## config.mk

```make
export PLATFORM = sky130hd
export DESIGN_NAME = spld_driver
export DESIGN_NICKNAME = d
export VERILOG_FILES = /design/src/include/spld_pkg.sv /design/src/rtl/spld_fifo.sv /design/src/rtl/spld_out_ctrl.sv /design/src/rtl/spld_driver.sv
export SDC_FILE = /design/constraint.sdc
export NUM_CORES = 1
export LEC_CHECK = 0
export BUFFER_PORTS_ARGS = -buffer_cell sky130_fd_sc_hd__buf_4
export CAP_MARGIN = 20
export CORE_AREA = 2 2 354 356
export CTS_CLUSTER_SIZE = 12
export DETAILED_ROUTE_END_ITERATION = 8
export DIE_AREA = 0 0 356 358
export GPL_ROUTABILITY_DRIVEN = 0
export SLEW_MARGIN = 5
export SYNTH_ARGS = -nofsm -noshare
export SYNTH_HDL_FRONTEND = slang
export SYNTH_SLANG_ARGS = --single-unit
```

## constraint.sdc

```tcl
create_clock -name pclk -period 4.3 [get_ports pclk]
set_input_delay 0.215 -clock pclk [delete_from_list [all_inputs] [get_ports pclk]]
set_output_delay 0.215 -clock pclk [all_outputs]
set_load 0.03 [all_outputs]
```

## src/include/spld_pkg.sv

```systemverilog
package spld_pkg;

    // ----------------------------------------------------------------
    // structure
    // ----------------------------------------------------------------
    localparam int unsigned SPLD_STAGES = 64;
    localparam int unsigned SPLD_FIFO_DEPTH = 8;
    localparam int unsigned SPLD_CNT_W = 4;
    localparam int unsigned SPLD_AW = 8;

    // ----------------------------------------------------------------
    // register offsets (byte addresses)
    // ----------------------------------------------------------------
    localparam logic [7:0] SPLD_CTRL_OFS = 8'h00;
    localparam logic [7:0] SPLD_STATUS_OFS = 8'h04;
    localparam logic [7:0] SPLD_SNAP_LO_OFS = 8'h08;
    localparam logic [7:0] SPLD_SNAP_HI_OFS = 8'h0C;

    // ----------------------------------------------------------------
    // field positions and reset values
    // ----------------------------------------------------------------
    localparam int unsigned SPLD_CTRL_CAP = 0;
    localparam int unsigned SPLD_ST_DIR = 0;
    localparam int unsigned SPLD_ST_CASC = 1;
    localparam int unsigned SPLD_ST_OVR = 2;
    localparam int unsigned SPLD_ST_EMPTY = 3;
    localparam int unsigned SPLD_ST_FULL = 4;
    localparam int unsigned SPLD_ST_LVL = 8;
    localparam logic SPLD_CAP_RST = 1'b1;
    localparam logic [63:0] SPLD_SHIFT_RST = 64'h0;

    // ----------------------------------------------------------------
    // synchroniser lanes
    // ----------------------------------------------------------------
    localparam int unsigned SPLD_SYNC_W = 7;
    localparam int unsigned SPLD_IN_CLK = 0;
    localparam int unsigned SPLD_IN_LATCH = 1;
    localparam int unsigned SPLD_IN_BLANK = 2;
    localparam int unsigned SPLD_IN_POLAR = 3;
    localparam int unsigned SPLD_IN_DIR = 4;
    localparam int unsigned SPLD_IN_A = 5;
    localparam int unsigned SPLD_IN_B = 6;

    // ----------------------------------------------------------------
    // timing (advisory settle time for the controller)
    // ----------------------------------------------------------------
    localparam int unsigned SPLD_CLK_PERIOD_NS = 5;
    localparam int unsigned SPLD_LATCH_SETTLE_NS = 25;
    localparam int unsigned SPLD_LATCH_SETTLE_CYC =
        (SPLD_LATCH_SETTLE_NS + SPLD_CLK_PERIOD_NS - 1) / SPLD_CLK_PERIOD_NS;

endpackage

```

## src/rtl/spld_fifo.sv

```systemverilog
`timescale 1ns/1ps
module spld_fifo #(
    parameter int unsigned WIDTH = 64,
    parameter int unsigned DEPTH = 8,
    parameter int unsigned CW = 4
) (
    input wire logic pclk,
    input wire logic presetn,
    input wire logic in_valid,
    output logic in_ready,
    input wire logic [WIDTH-1:0] in_data,
    output logic out_valid,
    input wire logic out_ready,
    output logic [WIDTH-1:0] out_data,
    output logic [CW-1:0] count
);
    localparam int unsigned PW = $clog2(DEPTH);

    typedef struct packed {
        logic [DEPTH-1:0][WIDTH-1:0] mem_reg;
        logic [PW-1:0] wr_reg;
        logic [PW-1:0] rd_reg;
        logic [CW-1:0] cnt_reg;
    } spld_fifo_st_t;

    spld_fifo_st_t st_reg, st_next;
    logic push, pop;

    assign in_ready = (st_reg.cnt_reg != CW'(DEPTH));
    assign out_valid = (st_reg.cnt_reg != '0);
    assign out_data = st_reg.mem_reg[st_reg.rd_reg];
    assign count = st_reg.cnt_reg;
    assign push = in_valid && in_ready;
    assign pop = out_valid && out_ready;

    always_comb begin
        st_next = st_reg;
        if (push) begin
            st_next.mem_reg[st_reg.wr_reg] = in_data;
            st_next.wr_reg = PW'(st_reg.wr_reg + 1'b1);
        end
        if (pop) begin
            st_next.rd_reg = PW'(st_reg.rd_reg + 1'b1);
        end
        if (push && !pop) begin
            st_next.cnt_reg = CW'(st_reg.cnt_reg + 1'b1);
        end else if (pop && !push) begin
            st_next.cnt_reg = CW'(st_reg.cnt_reg - 1'b1);
        end
    end

    always_ff @(posedge pclk or negedge presetn) begin
        if (!presetn) begin
            st_reg <= '0;
        end else begin
            st_reg <= st_next;
        end
    end

    a_fifo_bound: assert property (@(posedge pclk) disable iff (!presetn)
        st_reg.cnt_reg <= CW'(DEPTH)) else $error("fifo count above depth");
endmodule // spld_fifo

```

## src/rtl/spld_out_ctrl.sv

```systemverilog
`timescale 1ns/1ps
module spld_out_ctrl
    import spld_pkg::*;
(
    input wire logic [SPLD_STAGES-1:0] latch_q,
    input wire logic blank_ctl,
    input wire logic polar_sel,
    output logic [SPLD_STAGES-1:0] hv_d
);
    // ----------------------------------------------------------------
    // per-channel polarity and blanking
    // ----------------------------------------------------------------
    genvar i;
    generate
        for (i = 0; i < SPLD_STAGES; i++) begin : g_ch
            // blank low forces all channels to the inverse of polarity
            assign hv_d[i] = blank_ctl ? (polar_sel ? latch_q[i] : ~latch_q[i])
                                       : ~polar_sel;
        end
    endgenerate
endmodule // spld_out_ctrl

```

## src/rtl/spld_driver.sv

```systemverilog
`timescale 1ns/1ps
module spld_driver
    import spld_pkg::*;
(
    input wire logic pclk,
    input wire logic presetn,
    input wire logic psel,
    input wire logic penable,
    input wire logic pwrite,
    input wire logic [SPLD_AW-1:0] paddr,
    input wire logic [31:0] pwdata,
    output logic [31:0] prdata,
    output logic pready,
    output logic pslverr,
    input wire logic shift_clock_in,
    input wire logic latch_transparent_enable,
    input wire logic output_blanking_control,
    input wire logic output_polarity_select,
    input wire logic shift_direction,
    input wire logic end_a_serial_io_in,
    output logic end_a_serial_io_out,
    output logic end_a_serial_io_oe_n,
    input wire logic end_b_serial_io_in,
    output logic end_b_serial_io_out,
    output logic end_b_serial_io_oe_n,
    output logic [SPLD_STAGES-1:0] high_voltage_parallel_output
);

    // ----------------------------------------------------------------
    // state
    // ----------------------------------------------------------------
    typedef struct packed {
        logic [SPLD_SYNC_W-1:0] sync1_reg;
        logic [SPLD_SYNC_W-1:0] sync2_reg;
        logic clk_d_reg;
        logic latch_d_reg;
        logic [SPLD_STAGES-1:0] shift_reg;
        logic [SPLD_STAGES-1:0] latch_reg;
        logic [SPLD_STAGES-1:0] hv_reg;
        logic casc_reg;
        logic a_oe_n_reg;
        logic b_oe_n_reg;
        logic cap_en_reg;
        logic ovr_reg;
        logic pend_valid_reg;
        logic [SPLD_STAGES-1:0] pend_reg;
        logic [31:0] prdata_reg;
    } spld_state_t;

    spld_state_t st_reg, st_next;

    // ----------------------------------------------------------------
    // address decode, one-hot {snap_hi, snap_lo, status, ctrl}
    // ----------------------------------------------------------------
    function automatic logic [3:0] spld_decode(input logic [SPLD_AW-1:0] a);
        logic [3:0] sel;
        sel = 4'h0;
        unique case (a)
            SPLD_CTRL_OFS: sel = 4'h1;
            SPLD_STATUS_OFS: sel = 4'h2;
            SPLD_SNAP_LO_OFS: sel = 4'h4;
            SPLD_SNAP_HI_OFS: sel = 4'h8;
            default: sel = 4'h0;
        endcase
        return sel;
    endfunction

    // ----------------------------------------------------------------
    // synchronised pins and events
    // ----------------------------------------------------------------
    logic s_clk, s_latch_en, s_blank, s_polar, s_dir, s_a, s_b;
    logic clk_rise, latch_fall;

    assign s_clk = st_reg.sync2_reg[SPLD_IN_CLK];
    assign s_latch_en = st_reg.sync2_reg[SPLD_IN_LATCH];
    assign s_blank = st_reg.sync2_reg[SPLD_IN_BLANK];
    assign s_polar = st_reg.sync2_reg[SPLD_IN_POLAR];
    assign s_dir = st_reg.sync2_reg[SPLD_IN_DIR];
    assign s_a = st_reg.sync2_reg[SPLD_IN_A];
    assign s_b = st_reg.sync2_reg[SPLD_IN_B];
    // edges are taken from the second stage only, never from the first
    assign clk_rise = s_clk && !st_reg.clk_d_reg;
    assign latch_fall = st_reg.latch_d_reg && !s_latch_en;

    // ----------------------------------------------------------------
    // bus phases
    // ----------------------------------------------------------------
    logic setup_ph, wr_acc, rd_acc;
    logic [3:0] sel;

    assign sel = spld_decode(paddr);
    assign setup_ph = psel && !penable;
    assign wr_acc = psel && penable && pwrite;
    assign rd_acc = psel && penable && !pwrite;
    // zero wait states: every access completes in its first access cycle
    assign pready = 1'b1;
    assign pslverr = psel && penable && (spld_decode(paddr) == 4'h0);
    assign prdata = st_reg.prdata_reg;

    // ----------------------------------------------------------------
    // frame snapshot fifo
    // ----------------------------------------------------------------
    logic fifo_in_ready;
    logic fifo_out_valid;
    logic fifo_out_ready;
    logic [SPLD_STAGES-1:0] fifo_out_data;
    logic [SPLD_CNT_W-1:0] fifo_count;

    // reading the high word pops the frame, so read low before high
    assign fifo_out_ready = rd_acc && sel[3];

    spld_fifo #(
        .WIDTH(SPLD_STAGES),
        .DEPTH(SPLD_FIFO_DEPTH),
        .CW(SPLD_CNT_W)
    ) u_fifo (
        .pclk(pclk),
        .presetn(presetn),
        .in_valid(st_reg.pend_valid_reg),
        .in_ready(fifo_in_ready),
        .in_data(st_reg.pend_reg),
        .out_valid(fifo_out_valid),
        .out_ready(fifo_out_ready),
        .out_data(fifo_out_data),
        .count(fifo_count)
    );

    // ----------------------------------------------------------------
    // output control
    // ----------------------------------------------------------------
    logic [SPLD_STAGES-1:0] hv_d;

    spld_out_ctrl u_out (
        .latch_q(st_reg.latch_reg),
        .blank_ctl(s_blank),
        .polar_sel(s_polar),
        .hv_d(hv_d)
    );

    // ----------------------------------------------------------------
    // status word
    // ----------------------------------------------------------------
    logic [31:0] status_w;

    always_comb begin
        status_w = 32'h0;
        status_w[SPLD_ST_DIR] = s_dir;
        status_w[SPLD_ST_CASC] = st_reg.casc_reg;
        status_w[SPLD_ST_OVR] = st_reg.ovr_reg;
        status_w[SPLD_ST_EMPTY] = !fifo_out_valid;
        status_w[SPLD_ST_FULL] = !fifo_in_ready;
        status_w[SPLD_ST_LVL +: SPLD_CNT_W] = fifo_count;
    end

    // ----------------------------------------------------------------
    // next state
    // ----------------------------------------------------------------
    always_comb begin
        st_next = st_reg;
        st_next.sync1_reg = {end_b_serial_io_in, end_a_serial_io_in,
            shift_direction, output_polarity_select, output_blanking_control,
            latch_transparent_enable, shift_clock_in};
        st_next.sync2_reg = st_reg.sync1_reg;
        st_next.clk_d_reg = s_clk;
        st_next.latch_d_reg = s_latch_en;

        // shifting looks at clock, direction and data only
        if (clk_rise) begin
            if (s_dir) begin
                st_next.shift_reg = {st_reg.shift_reg[SPLD_STAGES-2:0], s_a};
            end else begin
                st_next.shift_reg = {s_b, st_reg.shift_reg[SPLD_STAGES-1:1]};
            end
        end

        // latches modelled as a clocked follower, one cycle behind
        if (s_latch_en) begin
            st_next.latch_reg = st_reg.shift_reg;
        end

        st_next.hv_reg = hv_d;

        // cascade is the stage furthest from the data entry end
        st_next.casc_reg = s_dir ? st_reg.shift_reg[SPLD_STAGES-1]
                                 : st_reg.shift_reg[0];
        st_next.a_oe_n_reg = s_dir;
        st_next.b_oe_n_reg = !s_dir;

        // register writes
        if (wr_acc && sel[0]) begin
            st_next.cap_en_reg = pwdata[SPLD_CTRL_CAP];
        end
        if (wr_acc && sel[1] && pwdata[SPLD_ST_OVR]) begin
            st_next.ovr_reg = 1'b0;
        end

        // snapshot on latch close; a stalled fifo holds the pending frame
        if (st_reg.pend_valid_reg && fifo_in_ready) begin
            st_next.pend_valid_reg = 1'b0;
        end
        if (latch_fall && st_reg.cap_en_reg) begin
            if (st_reg.pend_valid_reg && !fifo_in_ready) begin
                // set wins over a same-cycle software clear
                st_next.ovr_reg = 1'b1;
            end else begin
                st_next.pend_valid_reg = 1'b1;
                st_next.pend_reg = st_reg.latch_reg;
            end
        end

        // read data is prepared in the setup cycle
        if (setup_ph && !pwrite) begin
            st_next.prdata_reg = 32'h0;
            if (sel[0]) begin
                st_next.prdata_reg[SPLD_CTRL_CAP] = st_reg.cap_en_reg;
            end
            if (sel[1]) begin
                st_next.prdata_reg = status_w;
            end
            if (sel[2] && fifo_out_valid) begin
                st_next.prdata_reg = fifo_out_data[31:0];
            end
            if (sel[3] && fifo_out_valid) begin
                st_next.prdata_reg = fifo_out_data[63:32];
            end
        end
    end

    // ----------------------------------------------------------------
    // state register
    // ----------------------------------------------------------------
    always_ff @(posedge pclk or negedge presetn) begin
        if (!presetn) begin
            st_reg <= '0;
            st_reg.shift_reg <= SPLD_SHIFT_RST;
            st_reg.a_oe_n_reg <= 1'b1;
            st_reg.b_oe_n_reg <= 1'b1;
            st_reg.cap_en_reg <= SPLD_CAP_RST;
        end else begin
            st_reg <= st_next;
        end
    end

    // ----------------------------------------------------------------
    // pins
    // ----------------------------------------------------------------
    // both ends carry the cascade; the enables decide which one drives
    assign end_a_serial_io_out = st_reg.casc_reg;
    assign end_b_serial_io_out = st_reg.casc_reg;
    assign end_a_serial_io_oe_n = st_reg.a_oe_n_reg;
    assign end_b_serial_io_oe_n = st_reg.b_oe_n_reg;
    assign high_voltage_parallel_output = st_reg.hv_reg;

    // ----------------------------------------------------------------
    // checks
    // ----------------------------------------------------------------
    a_shift_hold: assert property (@(posedge pclk) disable iff (!presetn)
        !clk_rise |=> $stable(st_reg.shift_reg))
        else $error("shift register moved without a clock edge");

    a_shift_up: assert property (@(posedge pclk) disable iff (!presetn)
        (clk_rise && s_dir) |=> (st_reg.shift_reg ==
            {$past(st_reg.shift_reg[SPLD_STAGES-2:0]), $past(s_a)}))
        else $error("clockwise shift wrong");

    a_shift_down: assert property (@(posedge pclk) disable iff (!presetn)
        (clk_rise && !s_dir) |=> (st_reg.shift_reg ==
            {$past(s_b), $past(st_reg.shift_reg[SPLD_STAGES-1:1])}))
        else $error("counter-clockwise shift wrong");

    a_cascade_cw: assert property (@(posedge pclk) disable iff (!presetn)
        s_dir |=> (end_b_serial_io_out == $past(st_reg.shift_reg[SPLD_STAGES-1]))
            && !end_b_serial_io_oe_n && end_a_serial_io_oe_n)
        else $error("cascade not on end b");

    // an attempt started on the release edge still sees reset-time registers
    a_cascade_ccw: assert property (@(posedge pclk) disable iff (!presetn)
        (presetn && !s_dir) |=> (end_a_serial_io_out == $past(st_reg.shift_reg[0]))
            && !end_a_serial_io_oe_n && end_b_serial_io_oe_n)
        else $error("cascade not on end a");

    a_shift_indep: assert property (@(posedge pclk) disable iff (!presetn)
        (!clk_rise && $changed(s_latch_en)) |=> $stable(st_reg.shift_reg))
        else $error("latch enable disturbed shifting");

    a_latch_pass: assert property (@(posedge pclk) disable iff (!presetn)
        s_latch_en |=> (st_reg.latch_reg == $past(st_reg.shift_reg)))
        else $error("transparent latch did not follow");

    a_latch_hold: assert property (@(posedge pclk) disable iff (!presetn)
        !s_latch_en |=> $stable(st_reg.latch_reg))
        else $error("closed latch changed");

    a_blank_high: assert property (@(posedge pclk) disable iff (!presetn)
        (presetn && !s_blank && !s_polar) |=> (&high_voltage_parallel_output))
        else $error("blank with low polarity not all high");

    a_blank_low: assert property (@(posedge pclk) disable iff (!presetn)
        (!s_blank && s_polar) |=> (high_voltage_parallel_output == '0))
        else $error("blank with high polarity not all low");

    a_out_invert: assert property (@(posedge pclk) disable iff (!presetn)
        (s_blank && !s_polar) |=> (high_voltage_parallel_output[0] ==
            !$past(st_reg.latch_reg[0])))
        else $error("output one not inverted stage one");

    a_out_normal: assert property (@(posedge pclk) disable iff (!presetn)
        (s_blank && s_polar) |=> (high_voltage_parallel_output ==
            $past(st_reg.latch_reg)))
        else $error("outputs do not follow latches");

    a_out_inv_all: assert property (@(posedge pclk) disable iff (!presetn)
        (s_blank && !s_polar) |=> (high_voltage_parallel_output ==
            ~$past(st_reg.latch_reg)))
        else $error("outputs are not the inverted latches");

    a_ovr_set: assert property (@(posedge pclk) disable iff (!presetn)
        (latch_fall && st_reg.cap_en_reg && st_reg.pend_valid_reg && !fifo_in_ready)
            |=> st_reg.ovr_reg)
        else $error("lost frame did not raise overrun");

    a_cap_write: assert property (@(posedge pclk) disable iff (!presetn)
        (wr_acc && sel[0]) |=> (st_reg.cap_en_reg == $past(pwdata[SPLD_CTRL_CAP])))
        else $error("capture enable write lost");

    a_ends_excl: assert property (@(posedge pclk) disable iff (!presetn)
        end_a_serial_io_oe_n || end_b_serial_io_oe_n)
        else $error("both serial ends driven");

endmodule // spld_driver

```

==> key figures <==
Drt
  • Vias/cell: 4.71
  • DRT antenna net count: 0
  • Drt pass-1 iters: 5
  • DR WL/cell: 20.6 um
  • Drt drc: 0
  • Starting DRC count in detailed routing: 1051
  • Drt total wl: 85400 um
  • Vias after detailed routing: 19500

Pwr
  • Worst VDD drop: 0.283 mV
  • Leakage: 19.4 nW
  • Cell Pwr Density: 388 nW/um^2

Timing
  • Final setup vio count: 0
  • Final Hold Fails: 0
  • Setup Skew: 0.0257 ns
  • Setup ws final: 1.24 ns
  • Worst-margin pin slew: 1.06 ns
  • Final TNS setup: 0 ns
  • Unrepaired setup endpoints after global routing: no
  • Max_slew headroom: 29.6%
  • Maximum clock frequency: 0.327 GHz
  • Fin crit share: 71.1%
  • Period minus WS final: 3.06 ns
  • Slew Viols, Final: 0

Global route
  • Grt ovf: 0
  • GRT Total Usage: 13.5%
  • First-pass GRT wire length: 132000 um
  • Number of global-route vias before repair: 20700
  • Largest net degree at the start of global routing: 99
  • Antenna violations before repair: 1

Placement
  • Final HPWL DP: 51300 um
  • Worst slack, placed: 1.24 ns
  • Port bufs: 122

Finish
  • Commonest non-fill, non-tap cell in the layout: dfrtp_1
  • Max FFs per register: 518
  • Share of cells above drive strength 1: 44.3%
  • Multi-input gate area: 14400 sq um
  • Layout filler cell count: 12000
  • Sequential cell area: 20800 sq um
  • Most frequent cells in the layout: dfrtp_1 (822), mux2_2 (525), buf_4 (155)
  • Layout Nets: 2493
  • Layout overhead on the synthesized area: 14.0%

Critical path
  • Data arrival, critical path: 3.58 ns
  • Max incr delay on CP: 0.61 ns
  • Most used cell, CP: buf_4
  • WP data required: 4.82 ns
  • Crit path capture type: flop
  • Worst reg2reg path depth: 8
  • Slowest CP cell: nor3b_4
  • Worst setup SP type: flop
  • Setup Crit Path Kind: reg -> reg
  • Critical path cell sequence: nor4b_4 > nor2b_1 > buf_4 > nand2b_4 > nor3b_4 > buf_12 > buf_4 > mux2_2
  • CP max FO: 11

Clock tree
  • Sinks on Clock Net: 832
  • Post-CTS Resized: 0
  • Clk root buf: clkbuf_16
  • H-tree depth: 3
  • CTS tree: built
  • Clk_lat worst skew: 0.66 ns
  • CTS buffer count: 90
  • Clock transition at path regs: 0.06 ns
  • Clock Path Buffers: 3

Run
  • Max Cap Violations: 0

Synth
  • Syn_nets: 2458
  • Number of synthesis warnings: 0
  • Distinct cells, synth: 52
  • EDFF count, synth: 0
  • Post-synthesis sequential area ratio: 56.6%
  • Ys flop type: dfrtp_1
  • FF+latch count, synth: 832
  • Syn avg cell area: 15.3 sq um
  • FFs w/ async S/R, synth: 100%
  • Mapped cell area: 36800 sq um
  • Post-synthesis cell count: 2400

Worst hold path
  • HP Class: in -> reg
  • Hold-critical path depth: 4

Floorplan
  • Core ar.: 123000 sq um
  • Starting Density: 29.8%
  • Rows: 129
  • Die H: 358 um
  • Die area: 127000 sq um
  • Die width: 356 um
  • IO Pins: 154

Status
  • Outcome: complete, no violations
-- report_power, final --
part	internal, W	switching, W	total (W)
sequential	0.00795	0.000133	0.00808
combinational	0.000224	0.000445	0.000669
clock	0.00433	0.00319	0.00752
-- cells in the mapped netlist (16+ instances only) --
| cell type | count | share of area [%] |
|---|---|---|
| buf_6 | 16 | 0.49 |
| mux2_2 | 525 | 16 |
| xor2_1 | 67 | 1.6 |
| nand2_1 | 148 | 1.5 |
| nor2_1 | 43 | 0.44 |
| o21ai_0 | 71 | 0.97 |
| mux2_1 | 23 | 0.70 |
| mux2i_1 | 101 | 2.7 |
| buf_2 | 42 | 0.57 |
| buf_4 | 124 | 2.5 |
| dfrtp_1 | 829 | 56 |
| mux4_2 | 128 | 7.8 |
| clkbuf_1 | 49 | 0.50 |
| a221o_1 | 20 | 0.54 |
| mux2_4 | 120 | 4.9 |
-- layout make-up --
class	instances	share of cell area [%]
antenna	1	0.00596
clock buffer	136	6.31
clock inverter	22	0.576
inverter	3	0.0268
multi-input combinational	1314	34.3
sequential	832	49.7
tap	1637	4.88
timing repair buffer	194	4.24
-- stage by stage --
step	hold slack [ns]	util (%)	cell area (sq um)	cells	power, W
3_5_place_dp	0.326	31.6	38900	3964	0.00891
3_3_place_gp	0.326	31.6	38900	3964	0.00891
4_1_cts	0.0490	34.0	42000	4138	0.0165
5_1_grt	0.124	34.0	42000	4138	0.0169
6_report	0.0990	34.0	42000	4139	0.0163
2_1_floorplan	-0.0806	-	36800	2400	0.00856
-- what timing repair did --
action                    CTS  global route
hold endpoints to repair   95             0
hold buffers               16             0
setup buffers               0             0
-- logic make-up (layout without fill, tap and decap cells) --
family                   after synthesis  in the layout  synth area share (%)
adder cells (fa/ha/maj)                6              6                 0.224
multiplexers                         897            897                  32.2
AO/OA/AOI/OAI                        117            117                  2.02
other                                  1              2                0.0102
flip-flops                           832            832                  56.6
XOR/XNOR                              72             72                  1.71
AND/OR/NAND/NOR                      221            221                  2.71
buffers and inverters                254            355                  4.51
-- final timing paths --
| check | end | from | slack (ns) |
|---|---|---|---|
| setup reg to reg | u_fifo.st_reg[201]$_DFFE_PN0P_ | u_fifo.count[0]$_DFFE_PN0P_ | 1.24 |
| hold reg to reg | s_blank$_DFF_PN0_ | st_next[298]$_DFF_PN0_ | 0.34 |
| min in group asynchronous | u_fifo.st_reg[260]$_DFFE_PN0P_ | presetn | 0.22 |
| max in group asynchronous | u_fifo.st_reg[509]$_DFFE_PN0P_ | presetn | 2.91 |
| hold / removal | u_fifo.st_reg[5]$_DFFE_PN0P_ | penable | 0.1 |
| setup / recovery | u_fifo.st_reg[201]$_DFFE_PN0P_ | u_fifo.count[0]$_DFFE_PN0P_ | 1.24 |
-- critical path, delay by kind of cell, from the launching register on --
family / cells / cell delay (ns)
AND/OR/NAND/NOR: 4 / 1.31
buffers and inverters: 3 / 0.73
flip-flops: 1 / 0.52
multiplexers: 1 / 0.35
-- per-layer routing --
metal | track usage (%) | vias up | part of all wire (%)
met4 | 3.25 | 0 | 1.9
met2 | 22.1 | 310 | 48
li1 | - | 8616 | -
met3 | 2.39 | 105 | 3.6
met5 | 0 | - | 0
met1 | 18.7 | 10500 | 46
Note: power is estimated with default switching activity, not from simulation.
